## src/rtl/gfm_pkg.sv

```systemverilog
// shared constants for the gas flow limit monitor
package gfm_pkg;
   // =====================================================
   // clock and time base
   localparam int CLK_PERIOD_NS = 8;
   localparam int TICK_TIME_MS = 100;
   localparam int TICK_CYCLES = (TICK_TIME_MS * 1000000) / CLK_PERIOD_NS;
   localparam logic [3:0] TICKS_PER_SEC = 4'hA;
   localparam logic [5:0] SEC_PER_MIN = 6'h3C;
   localparam logic [7:0] HOURS_WRAP = 8'h64;

   // =====================================================
   // register byte offsets
   localparam logic [7:0] REG_CTRL = 8'h00;
   localparam logic [7:0] REG_HIGH_LIMIT = 8'h04;
   localparam logic [7:0] REG_LOW_LIMIT = 8'h08;
   localparam logic [7:0] REG_TEST_DELAY = 8'h0C;
   localparam logic [7:0] REG_STATION = 8'h10;
   localparam logic [7:0] REG_SMOOTH = 8'h14;
   localparam logic [7:0] REG_START_VOL = 8'h18;
   localparam logic [7:0] REG_MIN_VOL = 8'h1C;
   localparam logic [7:0] REG_STATUS = 8'h20;
   localparam logic [7:0] REG_PEAK = 8'h24;
   localparam logic [7:0] REG_TIME_ABOVE = 8'h28;
   localparam logic [7:0] REG_VOLUME = 8'h2C;
   localparam logic [7:0] REG_FLOW_TIME = 8'h30;
   localparam logic [7:0] REG_DISPLAY = 8'h34;
   localparam logic [7:0] REG_REMAIN = 8'h38;

   // =====================================================
   // control register bit positions
   localparam int CTRL_ALARM_EN = 0;
   localparam int CTRL_LOG_EN = 1;
   localparam int CTRL_METRIC = 2;
   localparam int CTRL_CLR_TIME = 3;
   localparam int CTRL_CLR_VOL = 4;

   // =====================================================
   // ranges and reset values
   localparam logic [7:0] HIGH_MIN = 8'h05;
   localparam logic [7:0] HIGH_MAX = 8'hFF;
   localparam logic [7:0] LOW_MIN = 8'h05;
   localparam logic [7:0] LOW_MAX = 8'h64;
   localparam logic [7:0] DELAY_MIN = 8'h05;
   localparam logic [7:0] DELAY_MAX = 8'h64;
   localparam logic [7:0] STATION_MIN = 8'h01;
   localparam logic [7:0] STATION_MAX = 8'hF7;
   localparam logic [7:0] SMOOTH_MIN = 8'h01;
   localparam logic [7:0] HIGH_RESET = 8'h32;
   localparam logic [7:0] LOW_RESET = 8'h0A;
   localparam logic [7:0] DELAY_RESET = 8'h0A;
   localparam logic [7:0] STATION_RESET = 8'h01;
   localparam logic [7:0] SMOOTH_RESET = 8'h01;
   localparam logic [7:0] FLOW_DETECT = 8'h03;

   // =====================================================
   // volume integration (tenths of a unit per 100 ms tick)
   localparam logic [15:0] FRAC_PER_TENTH_CFH = 16'h0E10;
   localparam logic [15:0] FRAC_PER_TENTH_LPM = 16'h003C;
   localparam logic [15:0] VOLUME_MAX = 16'hFFDC;

   // relay state
   typedef enum logic [1:0] {
      GFM_IDLE = 2'b00,
      GFM_DELAY = 2'b01,
      GFM_TEST = 2'b10
   } gfm_state_t;
endpackage : gfm_pkg

```

## src/rtl/gfm_monitor.sv

```systemverilog
// gas flow limit monitor top: limits, relay, peak, usage log, cylinder volume, avalon slave
// What this block does
// - relay closed while flow inside limits
// - relay opens when flow leaves band
// - no high fault before delay expires
// - delay 0.5 to 10.0 s from flow start
// - after delay, below low limit opens relay
// - high limit 5-255, alarm and peak threshold
// - above high: update peak, count time
// - peak and time cleared at flow start
// - alarms off: relay open, no testing
// - log on accumulates volume and flow time
// - time clear zeroes flow timer
// - volume clear zeroes volume total
// - unit select: set LPM, clear CFH
// - unique station address 1 to 247
// - smoothing affects only displayed rate
// - analog output 0.01 V per unit
// - remaining volume below minimum raises fault
// - start volume zero disables volume fault
// - volume fault sets coil, not relay
// - volume total wraps to zero past maximum
//
// Added by the designer: the Avalon-MM slave port and the register offsets.
module gfm_monitor
   import gfm_pkg::*;
#(
   parameter int CYCLES_PER_TICK = TICK_CYCLES
) (
   // clock and reset
   input wire logic i_sys_clk,
   input wire logic i_rst,
   // avalon-mm slave
   input wire logic [7:0] i_avs_address,
   input wire logic i_avs_read,
   input wire logic i_avs_write,
   input wire logic [31:0] i_avs_writedata,
   output logic [31:0] o_avs_readdata,
   output logic o_avs_waitrequest,
   // sensor
   input wire logic [7:0] i_flow_rate,
   // relay, coil, analog, display, units, station address
   output logic o_relay_contact_one,
   output logic o_relay_contact_two,
   output logic o_low_volume_coil,
   output logic [7:0] o_analog_code,
   output logic [7:0] o_display_rate,
   output logic o_metric_units,
   output logic [7:0] o_bus_station_address
);
   // =====================================================
   // time base and smoothing
   logic tick;
   logic [7:0] smooth_rate;
   logic [7:0] smooth_tc_q;

   gfm_tick #(
      .CYCLES(CYCLES_PER_TICK)
   ) u_tick (
      .i_sys_clk(i_sys_clk),
      .i_rst(i_rst),
      .o_tick(tick)
   );

   // smoothing sees the raw rate, only the display uses its output
   gfm_smooth u_smooth (
      .i_sys_clk(i_sys_clk),
      .i_rst(i_rst),
      .i_tick(tick),
      .i_tc(smooth_tc_q),
      .i_rate(i_flow_rate),
      .o_rate(smooth_rate)
   );

   // =====================================================
   // settings registers
   logic alarm_en_q;
   logic log_en_q;
   logic metric_q;
   logic [7:0] high_q;
   logic [7:0] low_q;
   logic [7:0] delay_q;
   logic [7:0] station_q;
   logic [15:0] start_vol_q;
   logic [15:0] min_vol_q;

   // bus decode
   logic wq_q;
   logic take;
   logic wr_en;
   logic [7:0] wv;
   logic ctrl_wr;
   logic clr_time;
   logic clr_vol;
   logic start_wr;
   assign take = (i_avs_read || i_avs_write) && !wq_q;
   assign wr_en = take && i_avs_write;
   assign wv = i_avs_writedata[7:0];
   assign ctrl_wr = wr_en && (i_avs_address == REG_CTRL);
   assign clr_time = ctrl_wr && i_avs_writedata[CTRL_CLR_TIME];
   assign clr_vol = ctrl_wr && i_avs_writedata[CTRL_CLR_VOL];
   assign start_wr = wr_en && (i_avs_address == REG_START_VOL);

   // range checks: out-of-range writes are ignored
   logic high_ok;
   logic low_ok;
   logic delay_ok;
   logic station_ok;
   logic smooth_ok;
   assign high_ok = (wv >= HIGH_MIN) && (wv <= HIGH_MAX);
   assign low_ok = (wv >= LOW_MIN) && (wv <= LOW_MAX);
   assign delay_ok = (wv >= DELAY_MIN) && (wv <= DELAY_MAX);
   assign station_ok = (wv >= STATION_MIN) && (wv <= STATION_MAX);
   assign smooth_ok = (wv >= SMOOTH_MIN);

   // settings storage
   always_ff @(posedge i_sys_clk or posedge i_rst) begin
      if (i_rst) begin
         alarm_en_q <= 1'b0;
         log_en_q <= 1'b0;
         metric_q <= 1'b0;
         high_q <= HIGH_RESET;
         low_q <= LOW_RESET;
         delay_q <= DELAY_RESET;
         station_q <= STATION_RESET;
         smooth_tc_q <= SMOOTH_RESET;
         start_vol_q <= 16'h0000;
         min_vol_q <= 16'h0000;
      end else if (wr_en) begin
         if (i_avs_address == REG_CTRL) begin
            alarm_en_q <= i_avs_writedata[CTRL_ALARM_EN];
            log_en_q <= i_avs_writedata[CTRL_LOG_EN];
            metric_q <= i_avs_writedata[CTRL_METRIC];
         end
         if (i_avs_address == REG_HIGH_LIMIT && high_ok) begin
            high_q <= wv;
         end
         if (i_avs_address == REG_LOW_LIMIT && low_ok) begin
            low_q <= wv;
         end
         if (i_avs_address == REG_TEST_DELAY && delay_ok) begin
            delay_q <= wv;
         end
         if (i_avs_address == REG_STATION && station_ok) begin
            station_q <= wv;
         end
         if (i_avs_address == REG_SMOOTH && smooth_ok) begin
            smooth_tc_q <= wv;
         end
         if (start_wr) begin
            start_vol_q <= i_avs_writedata[15:0];
         end
         if (i_avs_address == REG_MIN_VOL) begin
            min_vol_q <= i_avs_writedata[15:0];
         end
      end
   end

   // =====================================================
   // flow period detection
   logic flowing;
   logic flow_q;
   logic flow_start;
   assign flowing = (i_flow_rate > FLOW_DETECT);
   assign flow_start = flowing && !flow_q;

   // =====================================================
   // limit-check state machine and delay timer
   gfm_state_t state_q;
   gfm_state_t state_d;
   logic [7:0] dly_cnt_q;
   logic [7:0] dly_cnt_d;
   logic dly_done;
   assign dly_done = (dly_cnt_q >= delay_q);

   // next state: delay runs from the first detection of flow
   always_comb begin
      state_d = state_q;
      unique case (state_q)
         GFM_IDLE: begin
            if (flowing) begin
               state_d = GFM_DELAY;
            end
         end
         GFM_DELAY: begin
            if (!flowing) begin
               state_d = GFM_IDLE;
            end else if (dly_done) begin
               state_d = GFM_TEST;
            end
         end
         GFM_TEST: begin
            if (!flowing) begin
               state_d = GFM_IDLE;
            end
         end
         default: begin
            state_d = GFM_IDLE;
         end
      endcase
   end

   // delay counter in tenths of a second
   assign dly_cnt_d = (state_q == GFM_IDLE) ? 8'h00 :
                      (tick && !dly_done) ? dly_cnt_q + 8'h01 : dly_cnt_q;

   // relay decision
   logic in_band;
   logic above_high;
   logic relay_d;
   assign above_high = (i_flow_rate > high_q);
   assign in_band = (i_flow_rate >= low_q) && !above_high;
   assign relay_d = alarm_en_q && flowing &&
                    ((state_q != GFM_TEST) || in_band);

   // state, delay and relay registers
   always_ff @(posedge i_sys_clk or posedge i_rst) begin
      if (i_rst) begin
         state_q <= GFM_IDLE;
         dly_cnt_q <= 8'h00;
         flow_q <= 1'b0;
         o_relay_contact_one <= 1'b0;
         o_relay_contact_two <= 1'b0;
      end else begin
         state_q <= state_d;
         dly_cnt_q <= dly_cnt_d;
         flow_q <= flowing;
         o_relay_contact_one <= relay_d;
         o_relay_contact_two <= relay_d;
      end
   end

   // =====================================================
   // surge peak and time above the high limit
   logic [7:0] peak_q;
   logic [15:0] above_q;
   logic [7:0] peak_d;
   logic [15:0] above_d;
   assign peak_d = flow_start ? 8'h00 :
                   (above_high && i_flow_rate > peak_q) ? i_flow_rate : peak_q;
   assign above_d = flow_start ? 16'h0000 :
                    (above_high && tick) ? above_q + 16'h0001 : above_q;

   // peak registers
   always_ff @(posedge i_sys_clk or posedge i_rst) begin
      if (i_rst) begin
         peak_q <= 8'h00;
         above_q <= 16'h0000;
      end else begin
         peak_q <= peak_d;
         above_q <= above_d;
      end
   end

   // =====================================================
   // volume integration on the raw rate
   logic [15:0] frac_q;
   logic [15:0] frac_sum;
   logic [15:0] frac_lim;
   logic tenth;
   assign frac_lim = metric_q ? FRAC_PER_TENTH_LPM : FRAC_PER_TENTH_CFH;
   assign frac_sum = frac_q + {8'h00, i_flow_rate};
   assign tenth = tick && flowing && (frac_sum >= frac_lim);

   // usage log volume total
   logic [15:0] vol_q;
   logic [15:0] vol_d;
   assign vol_d = clr_vol ? 16'h0000 :
                  !(tenth && log_en_q) ? vol_q :
                  (vol_q >= VOLUME_MAX) ? 16'h0000 : vol_q + 16'h0001;

   // cylinder usage restarts whenever a new start volume is written
   logic [15:0] used_q;
   logic [15:0] used_d;
   logic [15:0] remain;
   assign used_d = start_wr ? 16'h0000 :
                   (tenth && used_q != 16'hFFFF) ? used_q + 16'h0001 : used_q;
   assign remain = (used_q >= start_vol_q) ? 16'h0000 : start_vol_q - used_q;

   // integration registers
   always_ff @(posedge i_sys_clk or posedge i_rst) begin
      if (i_rst) begin
         frac_q <= 16'h0000;
         vol_q <= 16'h0000;
         used_q <= 16'h0000;
      end else begin
         if (tick && flowing) begin
            frac_q <= tenth ? frac_sum - frac_lim : frac_sum;
         end
         vol_q <= vol_d;
         used_q <= used_d;
      end
   end

   // =====================================================
   // total flow time as hours, minutes, seconds
   logic [3:0] sub_q;
   logic [5:0] sec_q;
   logic [5:0] min_q;
   logic [7:0] hr_q;
   logic time_run;
   logic sec_wrap;
   logic min_wrap;
   logic sub_wrap;
   assign time_run = tick && flowing && log_en_q;
   assign sub_wrap = (sub_q == TICKS_PER_SEC - 4'h1);
   assign sec_wrap = sub_wrap && (sec_q == SEC_PER_MIN - 6'h01);
   assign min_wrap = sec_wrap && (min_q == SEC_PER_MIN - 6'h01);

   // flow timer
   always_ff @(posedge i_sys_clk or posedge i_rst) begin
      if (i_rst) begin
         sub_q <= 4'h0;
         sec_q <= 6'h00;
         min_q <= 6'h00;
         hr_q <= 8'h00;
      end else if (clr_time) begin
         sub_q <= 4'h0;
         sec_q <= 6'h00;
         min_q <= 6'h00;
         hr_q <= 8'h00;
      end else if (time_run) begin
         sub_q <= sub_wrap ? 4'h0 : sub_q + 4'h1;
         if (sub_wrap) begin
            sec_q <= sec_wrap ? 6'h00 : sec_q + 6'h01;
         end
         if (sec_wrap) begin
            min_q <= min_wrap ? 6'h00 : min_q + 6'h01;
         end
         if (min_wrap) begin
            hr_q <= (hr_q == HOURS_WRAP - 8'h01) ? 8'h00 : hr_q + 8'h01;
         end
      end
   end

   // =====================================================
   // low cylinder volume coil, kept apart from the relay
   logic low_vol;
   assign low_vol = (start_vol_q != 16'h0000) && (remain < min_vol_q);

   // output registers
   always_ff @(posedge i_sys_clk or posedge i_rst) begin
      if (i_rst) begin
         o_low_volume_coil <= 1'b0;
         o_analog_code <= 8'h00;
         o_display_rate <= 8'h00;
         o_metric_units <= 1'b0;
         o_bus_station_address <= STATION_RESET;
      end else begin
         o_low_volume_coil <= low_vol;
         o_analog_code <= i_flow_rate;
         o_display_rate <= smooth_rate;
         o_metric_units <= metric_q;
         o_bus_station_address <= station_q;
      end
   end

   // =====================================================
   // read mux, unmapped addresses read zero
   logic [31:0] rd_mux;
   logic [31:0] status_word;
   assign status_word = {26'h0, low_vol, o_relay_contact_one, state_q, flow_q, dly_done};
   assign rd_mux =
      (i_avs_address == REG_CTRL) ? {29'h0, metric_q, log_en_q, alarm_en_q} :
      (i_avs_address == REG_HIGH_LIMIT) ? {24'h0, high_q} :
      (i_avs_address == REG_LOW_LIMIT) ? {24'h0, low_q} :
      (i_avs_address == REG_TEST_DELAY) ? {24'h0, delay_q} :
      (i_avs_address == REG_STATION) ? {24'h0, station_q} :
      (i_avs_address == REG_SMOOTH) ? {24'h0, smooth_tc_q} :
      (i_avs_address == REG_START_VOL) ? {16'h0, start_vol_q} :
      (i_avs_address == REG_MIN_VOL) ? {16'h0, min_vol_q} :
      (i_avs_address == REG_STATUS) ? status_word :
      (i_avs_address == REG_PEAK) ? {24'h0, peak_q} :
      (i_avs_address == REG_TIME_ABOVE) ? {16'h0, above_q} :
      (i_avs_address == REG_VOLUME) ? {16'h0, vol_q} :
      (i_avs_address == REG_FLOW_TIME) ? {8'h0, hr_q, 2'h0, min_q, 2'h0, sec_q} :
      (i_avs_address == REG_DISPLAY) ? {24'h0, smooth_rate} :
      (i_avs_address == REG_REMAIN) ? {16'h0, remain} : 32'h0;

   // fixed two-cycle slave: waitrequest drops one cycle after the request
   always_ff @(posedge i_sys_clk or posedge i_rst) begin
      if (i_rst) begin
         wq_q <= 1'b1;
         o_avs_waitrequest <= 1'b1;
         o_avs_readdata <= 32'h0;
      end else begin
         wq_q <= !((i_avs_read || i_avs_write) && wq_q);
         o_avs_waitrequest <= !((i_avs_read || i_avs_write) && wq_q);
         if ((i_avs_read || i_avs_write) && wq_q) begin
            o_avs_readdata <= rd_mux;
         end
      end
   end
endmodule : gfm_monitor

```

## src/rtl/gfm_smooth.sv

```systemverilog
// display-only smoothing of the flow rate
module gfm_smooth
   import gfm_pkg::*;
(
   // clock and reset
   input wire logic i_sys_clk,
   input wire logic i_rst,
   // time base and setting
   input wire logic i_tick,
   input wire logic [7:0] i_tc,
   // rate in and smoothed rate out
   input wire logic [7:0] i_rate,
   output logic [7:0] o_rate
);
   // =====================================================
   // step halfway toward the raw rate once every tc ticks
   logic [7:0] cnt_q;
   logic [7:0] cnt_d;
   logic [7:0] y_d;
   logic [7:0] up_step;
   logic [7:0] dn_step;
   logic step;
   assign step = i_tick && (cnt_q + 8'h01 >= i_tc);
   assign cnt_d = !i_tick ? cnt_q : (step ? 8'h00 : cnt_q + 8'h01);
   assign up_step = ((i_rate - o_rate) >> 1) | 8'h01;
   assign dn_step = ((o_rate - i_rate) >> 1) | 8'h01;
   assign y_d = !step ? o_rate :
                (i_rate > o_rate) ? o_rate + up_step :
                (i_rate < o_rate) ? o_rate - dn_step : o_rate;

   // filter state
   always_ff @(posedge i_sys_clk or posedge i_rst) begin
      if (i_rst) begin
         cnt_q <= 8'h00;
         o_rate <= 8'h00;
      end else begin
         cnt_q <= cnt_d;
         o_rate <= y_d;
      end
   end
endmodule : gfm_smooth

```

## src/rtl/gfm_tick.sv

```systemverilog
// free-running 100 ms time-base divider
module gfm_tick
   import gfm_pkg::*;
#(
   parameter int CYCLES = TICK_CYCLES
) (
   // clock and reset
   input wire logic i_sys_clk,
   input wire logic i_rst,
   // tick out
   output logic o_tick
);
   // =====================================================
   // divider
   logic [31:0] cnt_q;
   logic [31:0] cnt_d;
   logic wrap;
   assign wrap = (cnt_q == 32'(CYCLES - 1));
   assign cnt_d = wrap ? 32'h0 : cnt_q + 32'h1;

   // count and pulse
   always_ff @(posedge i_sys_clk or posedge i_rst) begin
      if (i_rst) begin
         cnt_q <= 32'h0;
         o_tick <= 1'b0;
      end else begin
         cnt_q <= cnt_d;
         o_tick <= wrap;
      end
   end
endmodule : gfm_tick

```

## config.mk

```make
export PLATFORM = sky130hd
export DESIGN_NAME = gfm_monitor
export DESIGN_NICKNAME = d
export VERILOG_FILES = /design/src/rtl/gfm_pkg.sv /design/src/rtl/gfm_monitor.sv /design/src/rtl/gfm_smooth.sv /design/src/rtl/gfm_tick.sv
export SDC_FILE = /design/constraint.sdc
export NUM_CORES = 1
export LEC_CHECK = 0
export BUFFER_PORTS_ARGS = -buffer_cell sky130_fd_sc_hd__buf_4
export CAP_MARGIN = 20
export CORE_MARGIN = 1.5
export CORE_UTILIZATION = 30
export CTS_BUF_LIST = sky130_fd_sc_hd__clkbuf_4 sky130_fd_sc_hd__clkbuf_8
export CTS_CLUSTER_SIZE = 30
export DETAILED_ROUTE_END_ITERATION = 8
export GPL_ROUTABILITY_DRIVEN = 0
export PLACE_DENSITY_LB_ADDON = 0.3
export SLEW_MARGIN = 20
export SYNTH_ARGS = -nofsm -noshare
export SYNTH_HDL_FRONTEND = slang
export SYNTH_SLANG_ARGS = --single-unit
```

## constraint.sdc

```tcl
create_clock -name i_sys_clk -period 31 [get_ports i_sys_clk]
set_clock_uncertainty 0.1 [all_clocks]
set_input_delay 6.2 -clock i_sys_clk [delete_from_list [all_inputs] [get_ports i_sys_clk]]
set_output_delay 6.2 -clock i_sys_clk [all_outputs]
set_load 0.02 [all_outputs]
```

---- After elaboration in Yosys (flattened, before gate mapping) ----
Cells that the tools add are included.
Widths: inputs -> output; s select.
storage, ports and cells
  register bits ........................... 291
  bits of input ports ..................... 52
operators by class
  add/sub/neg operators ................... 17
  magnitude comparators ................... 17
  equal/unequal tests ..................... 26
  muxes and demuxes ....................... 53
  reductions and logical operators ........ 64
operator list
  kind                   number
  $mux 24                13
  $mux 16                11
  $mux 8                 11
  $eq 8x6->1 const B     7
  $add 16x1->16 const B  3
  $mux 6                 8
  $add 32x1->32 const B  1
  $eq 32x24->1 const B   1
  $eq 8x5->1 const B     4
  $mux 32                1
  $logic_and 1x1->1      31
  $add 8x1->8 const B    3
  $ge 8x8->1             3
  $gt 8x8->1             3
  $reduce_and 2->1       12
  $reduce_bool 2->1      10
  $add 16x8->16          1
  $eq 8x4->1 const B     2
  $ge 16x12->1           1
  $ge 16x16->1           1
  $ge 16x16->1 const B   1
  $le 8x8->1 const B     2
  $lt 16x16->1           1
  $ne 16x16->1 const B   1
  30 further kinds       45

---- Longest topological paths before layout ----
  depth after elaboration ................. 17
  mapped depth ............................ 22
  depth with buffers taken out ............ 21

---- Cells and area by module ----
Synthesis repeated with hierarchy kept, for this count alone.
second synthesis, totals
  cell total of the unflattened synthesis .. 1965
  area, all modules ....................... 17934.7 µm²
modules (own cells, without submodules)
  module       instances  cells an instance  area an instance (µm²)  seq. area each (µm²)
  gfm_monitor  1          1586               14430.1                 5869.4
  gfm_smooth   1          218                1855.5                  400.4
  gfm_tick     1          161                1649.1                  825.8

---- Worst setup path after synthesis ----
Ideal clock, no wire load.
  kind .................................... input port to flip-flop
  start ................................... in i_flow_rate[0]
  end ..................................... reg vol_q[4]
  setup time .............................. 77 ps
  data arrival time ....................... 9958 ps
  path slack .............................. 20864 ps
  stages .................................. 20
  path buffers ............................ 2
  cell sequence ........................... ha_1 -> inv_1 -> fa_1 -> nand2b_1 -> a21oi_1 -> o31ai_1 -> nand2_1 -> nand2_1 -> xnor2_1 -> ha_1 -> nand4b_1 -> nor3_1 -> a221oi_1 -> a31oi_1 -> a21o_1 -> buf_2 -> o31ai_4 -> buf_6 -> or4b_2 -> a21oi_2
on the way
  cells in the longest elaborated chain, start to end .. 5
ends and longest elaborated chain
  item                                                      line                                    text
  start: declaration                                        gfm_monitor.sv:41                       input wire logic [7:0] i_flow_rate,
  $add 16x8->16 / $gt 8x2->1 (equally long branches)        gfm_monitor.sv:262, gfm_monitor.sv:164
  $ge 16x12->1 / $logic_and 1x1->1 (equally long branches)  gfm_monitor.sv:263                      assign tenth = tick && flowing && (frac_sum >= frac_lim);
  $logic_and 1x1->1 (*)                                     gfm_monitor.sv:263
  $logic_and 1x1->1 (*)                                     gfm_monitor.sv:269                      !(tenth && log_en_q) ? vol_q :
  $reduce_bool 2->1 (no source line) (*)                    -
  end signal: assignment                                    gfm_monitor.sv:290                      vol_q <= vol_d;
  end: declaration                                          gfm_monitor.sv:266                      logic [15:0] vol_q;
Every way passes the cells marked *; elsewhere a longest branch is shown, timed or not.
A chain may end at the register's enable or synchronous reset.

---- Worst setup path after layout ----
  start ................................... in i_flow_rate[0]
  end ..................................... reg vol_q[5]
Same word-level chain as after synthesis.

==> key figures <==
Run status
  • Outcome: finished, final reports clean

Clock tree
  • CTS H-Tree Depth: 2
  • Clk slew on worst S/H paths: 0.06 ns
  • Total CTS buffers: 52
  • CTS resizes: 0
  • Clk buf depth: 3
  • Sink Count: 283
  • CTS Root Cell: clkbuf_8
  • Hold_buf cts: 0
  • Worst-skew pair later-pin latency: 0.66 ns
  • Setup bufs post-CTS: 0
  • CTS tree: built

Timing
  • RSZ-0062 raised after global routing: false
  • Count of final hold-check violations: 0
  • Final Cycle Share: 0.3463
  • Fmax achieved: 93.15 MHz
  • Slew Viols, Final: 0
  • Period minus WS final: 10.73 ns
  • Hold slack: 0.2965 ns
  • Worst-Margin Slew: 1.066 ns
  • # setup viols final: 0
  • Total Neg Setup Slack: 0 ns
  • Max_slew headroom: 0.2865

Floorplanning
  • Die Y: 245.8 um
  • Initial Util: 0.3049
  • Std cell rows: 88
  • Die area: 60430 um2
  • Die X: 245.8 um
  • I/O pins: 113
  • Core Region: 58030 um2

Setup path
  • Slowest cell on crit path: or4b_2
  • Critical Path RT: 31.44 ns
  • Largest stage delay, worst path: 0.73 ns
  • Crit Path Max Fanout: 25
  • Critical path type: primary input to flip-flop
  • Critical path arrival: 11.18 ns
  • Worst Setup Start Kind: primary input
  • Crit path cell chain: buf_4, ha_1, inv_1, fa_1, nand2b_1, a21oi_1, o31ai_1, nand2_1, nand2_1, xnor2_1, ha_1, nand4b_1, nor3_1, a21oi_1, o21ai_0, a21o_1, o31ai_4, or4b_2, a21oi_2
  • Worst path bufs/invs: 2
  • Setup crit end kind: flip-flop
  • Delay-heaviest family, CP: compound AO/OA/AOI/OAI gates

Layout
  • Area growth from synthesis to layout: 15.60%
  • Fillers: 5859
  • Layout cell share with drive strength beyond 1: 0.1471
  • Final net count: 2204
  • Register Area: 7096 um2
  • Area of the multi-input gates: 9772 um2
  • Final instance area: 20450 um2

Route
  • Vias per cell: 5.458
  • Via count: 15.50k
  • DRC: 0
  • Initial drt markers: 1390
  • Routed WL: 56220 um
  • Antenna viol nets, final: 0
  • Routed length per instance: 19.80 um
  • Drt pass-1 iters: 8

Placement
  • DP Area: 19130 um2
  • Count of buffers from port buffering: 88
  • DP HPWL: 41560 um

Run
  • Max-cap violation count: 0

Synth
  • Mapped Cells: 1934
  • Synth Flop Type: dfrtp_1
  • Largest cells by area after synthesis: dfrtp_1 (38%), ha_1 (8.3%), nand2_1 (4.2%)
  • FF+latch count, synth: 283
  • Asr flop ratio synth: 1.000
  • Top cell type's share of synthesized area: 0.3848
  • Post-synth EDFFs: 0
  • Count of cell types in the netlist: 85
  • Synth cell count leaders: dfrtp_1 (272), nand2_1 (197), nor2_1 (159), inv_1 (140), ha_1 (118)
  • Count leader, synth: dfrtp_1
  • Yosys warnings: 0
  • Register area share after synthesis: 0.4011
  • Synth Area per Inst: 9.147 um2
  • Yosys top cell by area: dfrtp_1
  • Syn Std Cell Area: 17690 um2

Global routing
  • Global route overflow: 0
  • Initial antenna violation count: 1
  • Vias in the first global route: 14.86k
  • Most Used Layer, Global Route: met2
  • First-pass GRT wire length: 86860 um
  • GR met1 Demand/Resource: 0.2539
  • Total Routing Usage GR: 0.1854
  • Met2 usage: 0.2857
  • Met3 usage: 0.03842
  • Largest net degree at the start of global routing: 163

Power and ir drop
  • Worst vdd ir: 0.00002807 V
  • LEAKAGE: 9.393 nW
  • Total power: 0.0009498 W
  • Pwr dens: 46.44 nW/um2

Min path
  • Hold WC Path Type: flip-flop to flip-flop
area by class of cell:
type,instances,share of cell area
Sequential cell,283,0.3470
Tap cell,765,0.04680
Timing Repair Buffer,102,0.03842
Clock buffer,83,0.05280
Clock inverter,14,0.01101
Antenna cell,1,0.0001224
Multi-Input combinational cell,1451,0.4778
Inverter,140,0.02606
cells by family (layout without fill, tap and decap cells):
family                   count (synthesis)  in the layout  share of synthesized area
AO/OA/AOI/OAI                          471            471                     0.1811
multiplexers                            75             75                    0.04597
flip-flops                             283            283                     0.4011
XOR/XNOR                               107            107                    0.05297
other                                    1              9                  0.0002120
AND/OR/NAND/NOR                        668            668                     0.1819
adder cells (fa/ha/maj)                122            122                    0.08798
buffers and inverters                  207            339                    0.04880
power breakdown:
| group | switching [W] | internal, W |
|---|---|---|
| clock network | 0.000174 | 0.000264 |
| logic | 0.0000739 | 0.0000434 |
| registers | 0.0000124 | 0.000381 |
sequential cells by signal, indices dropped and copies added (netlist names), 6 cells and up:
name / flops
above_q: 16
delay_q: 8
dly_cnt_q: 8
frac_q: 16
high_q: 8
hr_q: 8
low_q: 8
min_q: 6
min_vol_q: 16
o_analog_code: 8
o_avs_readdata: 24
o_bus_station_address: 8
o_display_rate: 8
peak_q: 8
sec_q: 6
smooth_tc_q: 8
start_vol_q: 16
station_q: 8
u_smooth.cnt_q: 8
u_smooth.o_rate: 8
u_tick.cnt_q: 32
used_q: 16
vol_q: 16
path summary, 6_finish.rpt:
kind	from	end	slack, ns	depth (start not counted)
max in group asynchronous	i_rst	hr_q[5]	23.71	3
min in group asynchronous	i_rst	o_display_rate[0]	5.66	2
min	station_q[0]	o_bus_station_address[0]	0.30	0
min reg2reg	station_q[0]	o_bus_station_address[0]	0.30	0
max reg2reg	start_vol_q[0]	o_avs_readdata[5]	25.27	21
max	i_flow_rate[0]	vol_q[5]	20.27	19
layout by cell type (no fill, tap or decap), types with 50 or more instances in the layout:
cell	Yosys	final
nor2_1	159	158
o21ai_0	90	90
nand2_1	197	197
buf_4	9	100
dfrtp_1	272	272
clkbuf_8	0	73
mux2_2	50	50
inv_1	140	139
nand3_1	64	64
xnor2_1	60	60
a21oi_1	114	114
ha_1	118	118
metrics by stage:
| stage | util | setup slack, ns | instances |
|---|---|---|---|
| 2_1_floorplan | - | 16.91 | 1941 |
| 5_1_grt | 0.3524 | 20.01 | 2839 |
| 4_1_cts | 0.3521 | 20.34 | 2837 |
| 3_3_place_gp | 0.3296 | 19.73 | 2740 |
| 3_5_place_dp | 0.3297 | 19.69 | 2740 |
| 6_report | 0.3524 | 20.27 | 2839 |
per-layer routing:
metal	part of all wire	wire length (um)
met4	0.036	2000
met5	0	0
met2	0.45	25050
met1	0.44	24630
met3	0.081	4536
(Power assumes the default switching activity.)
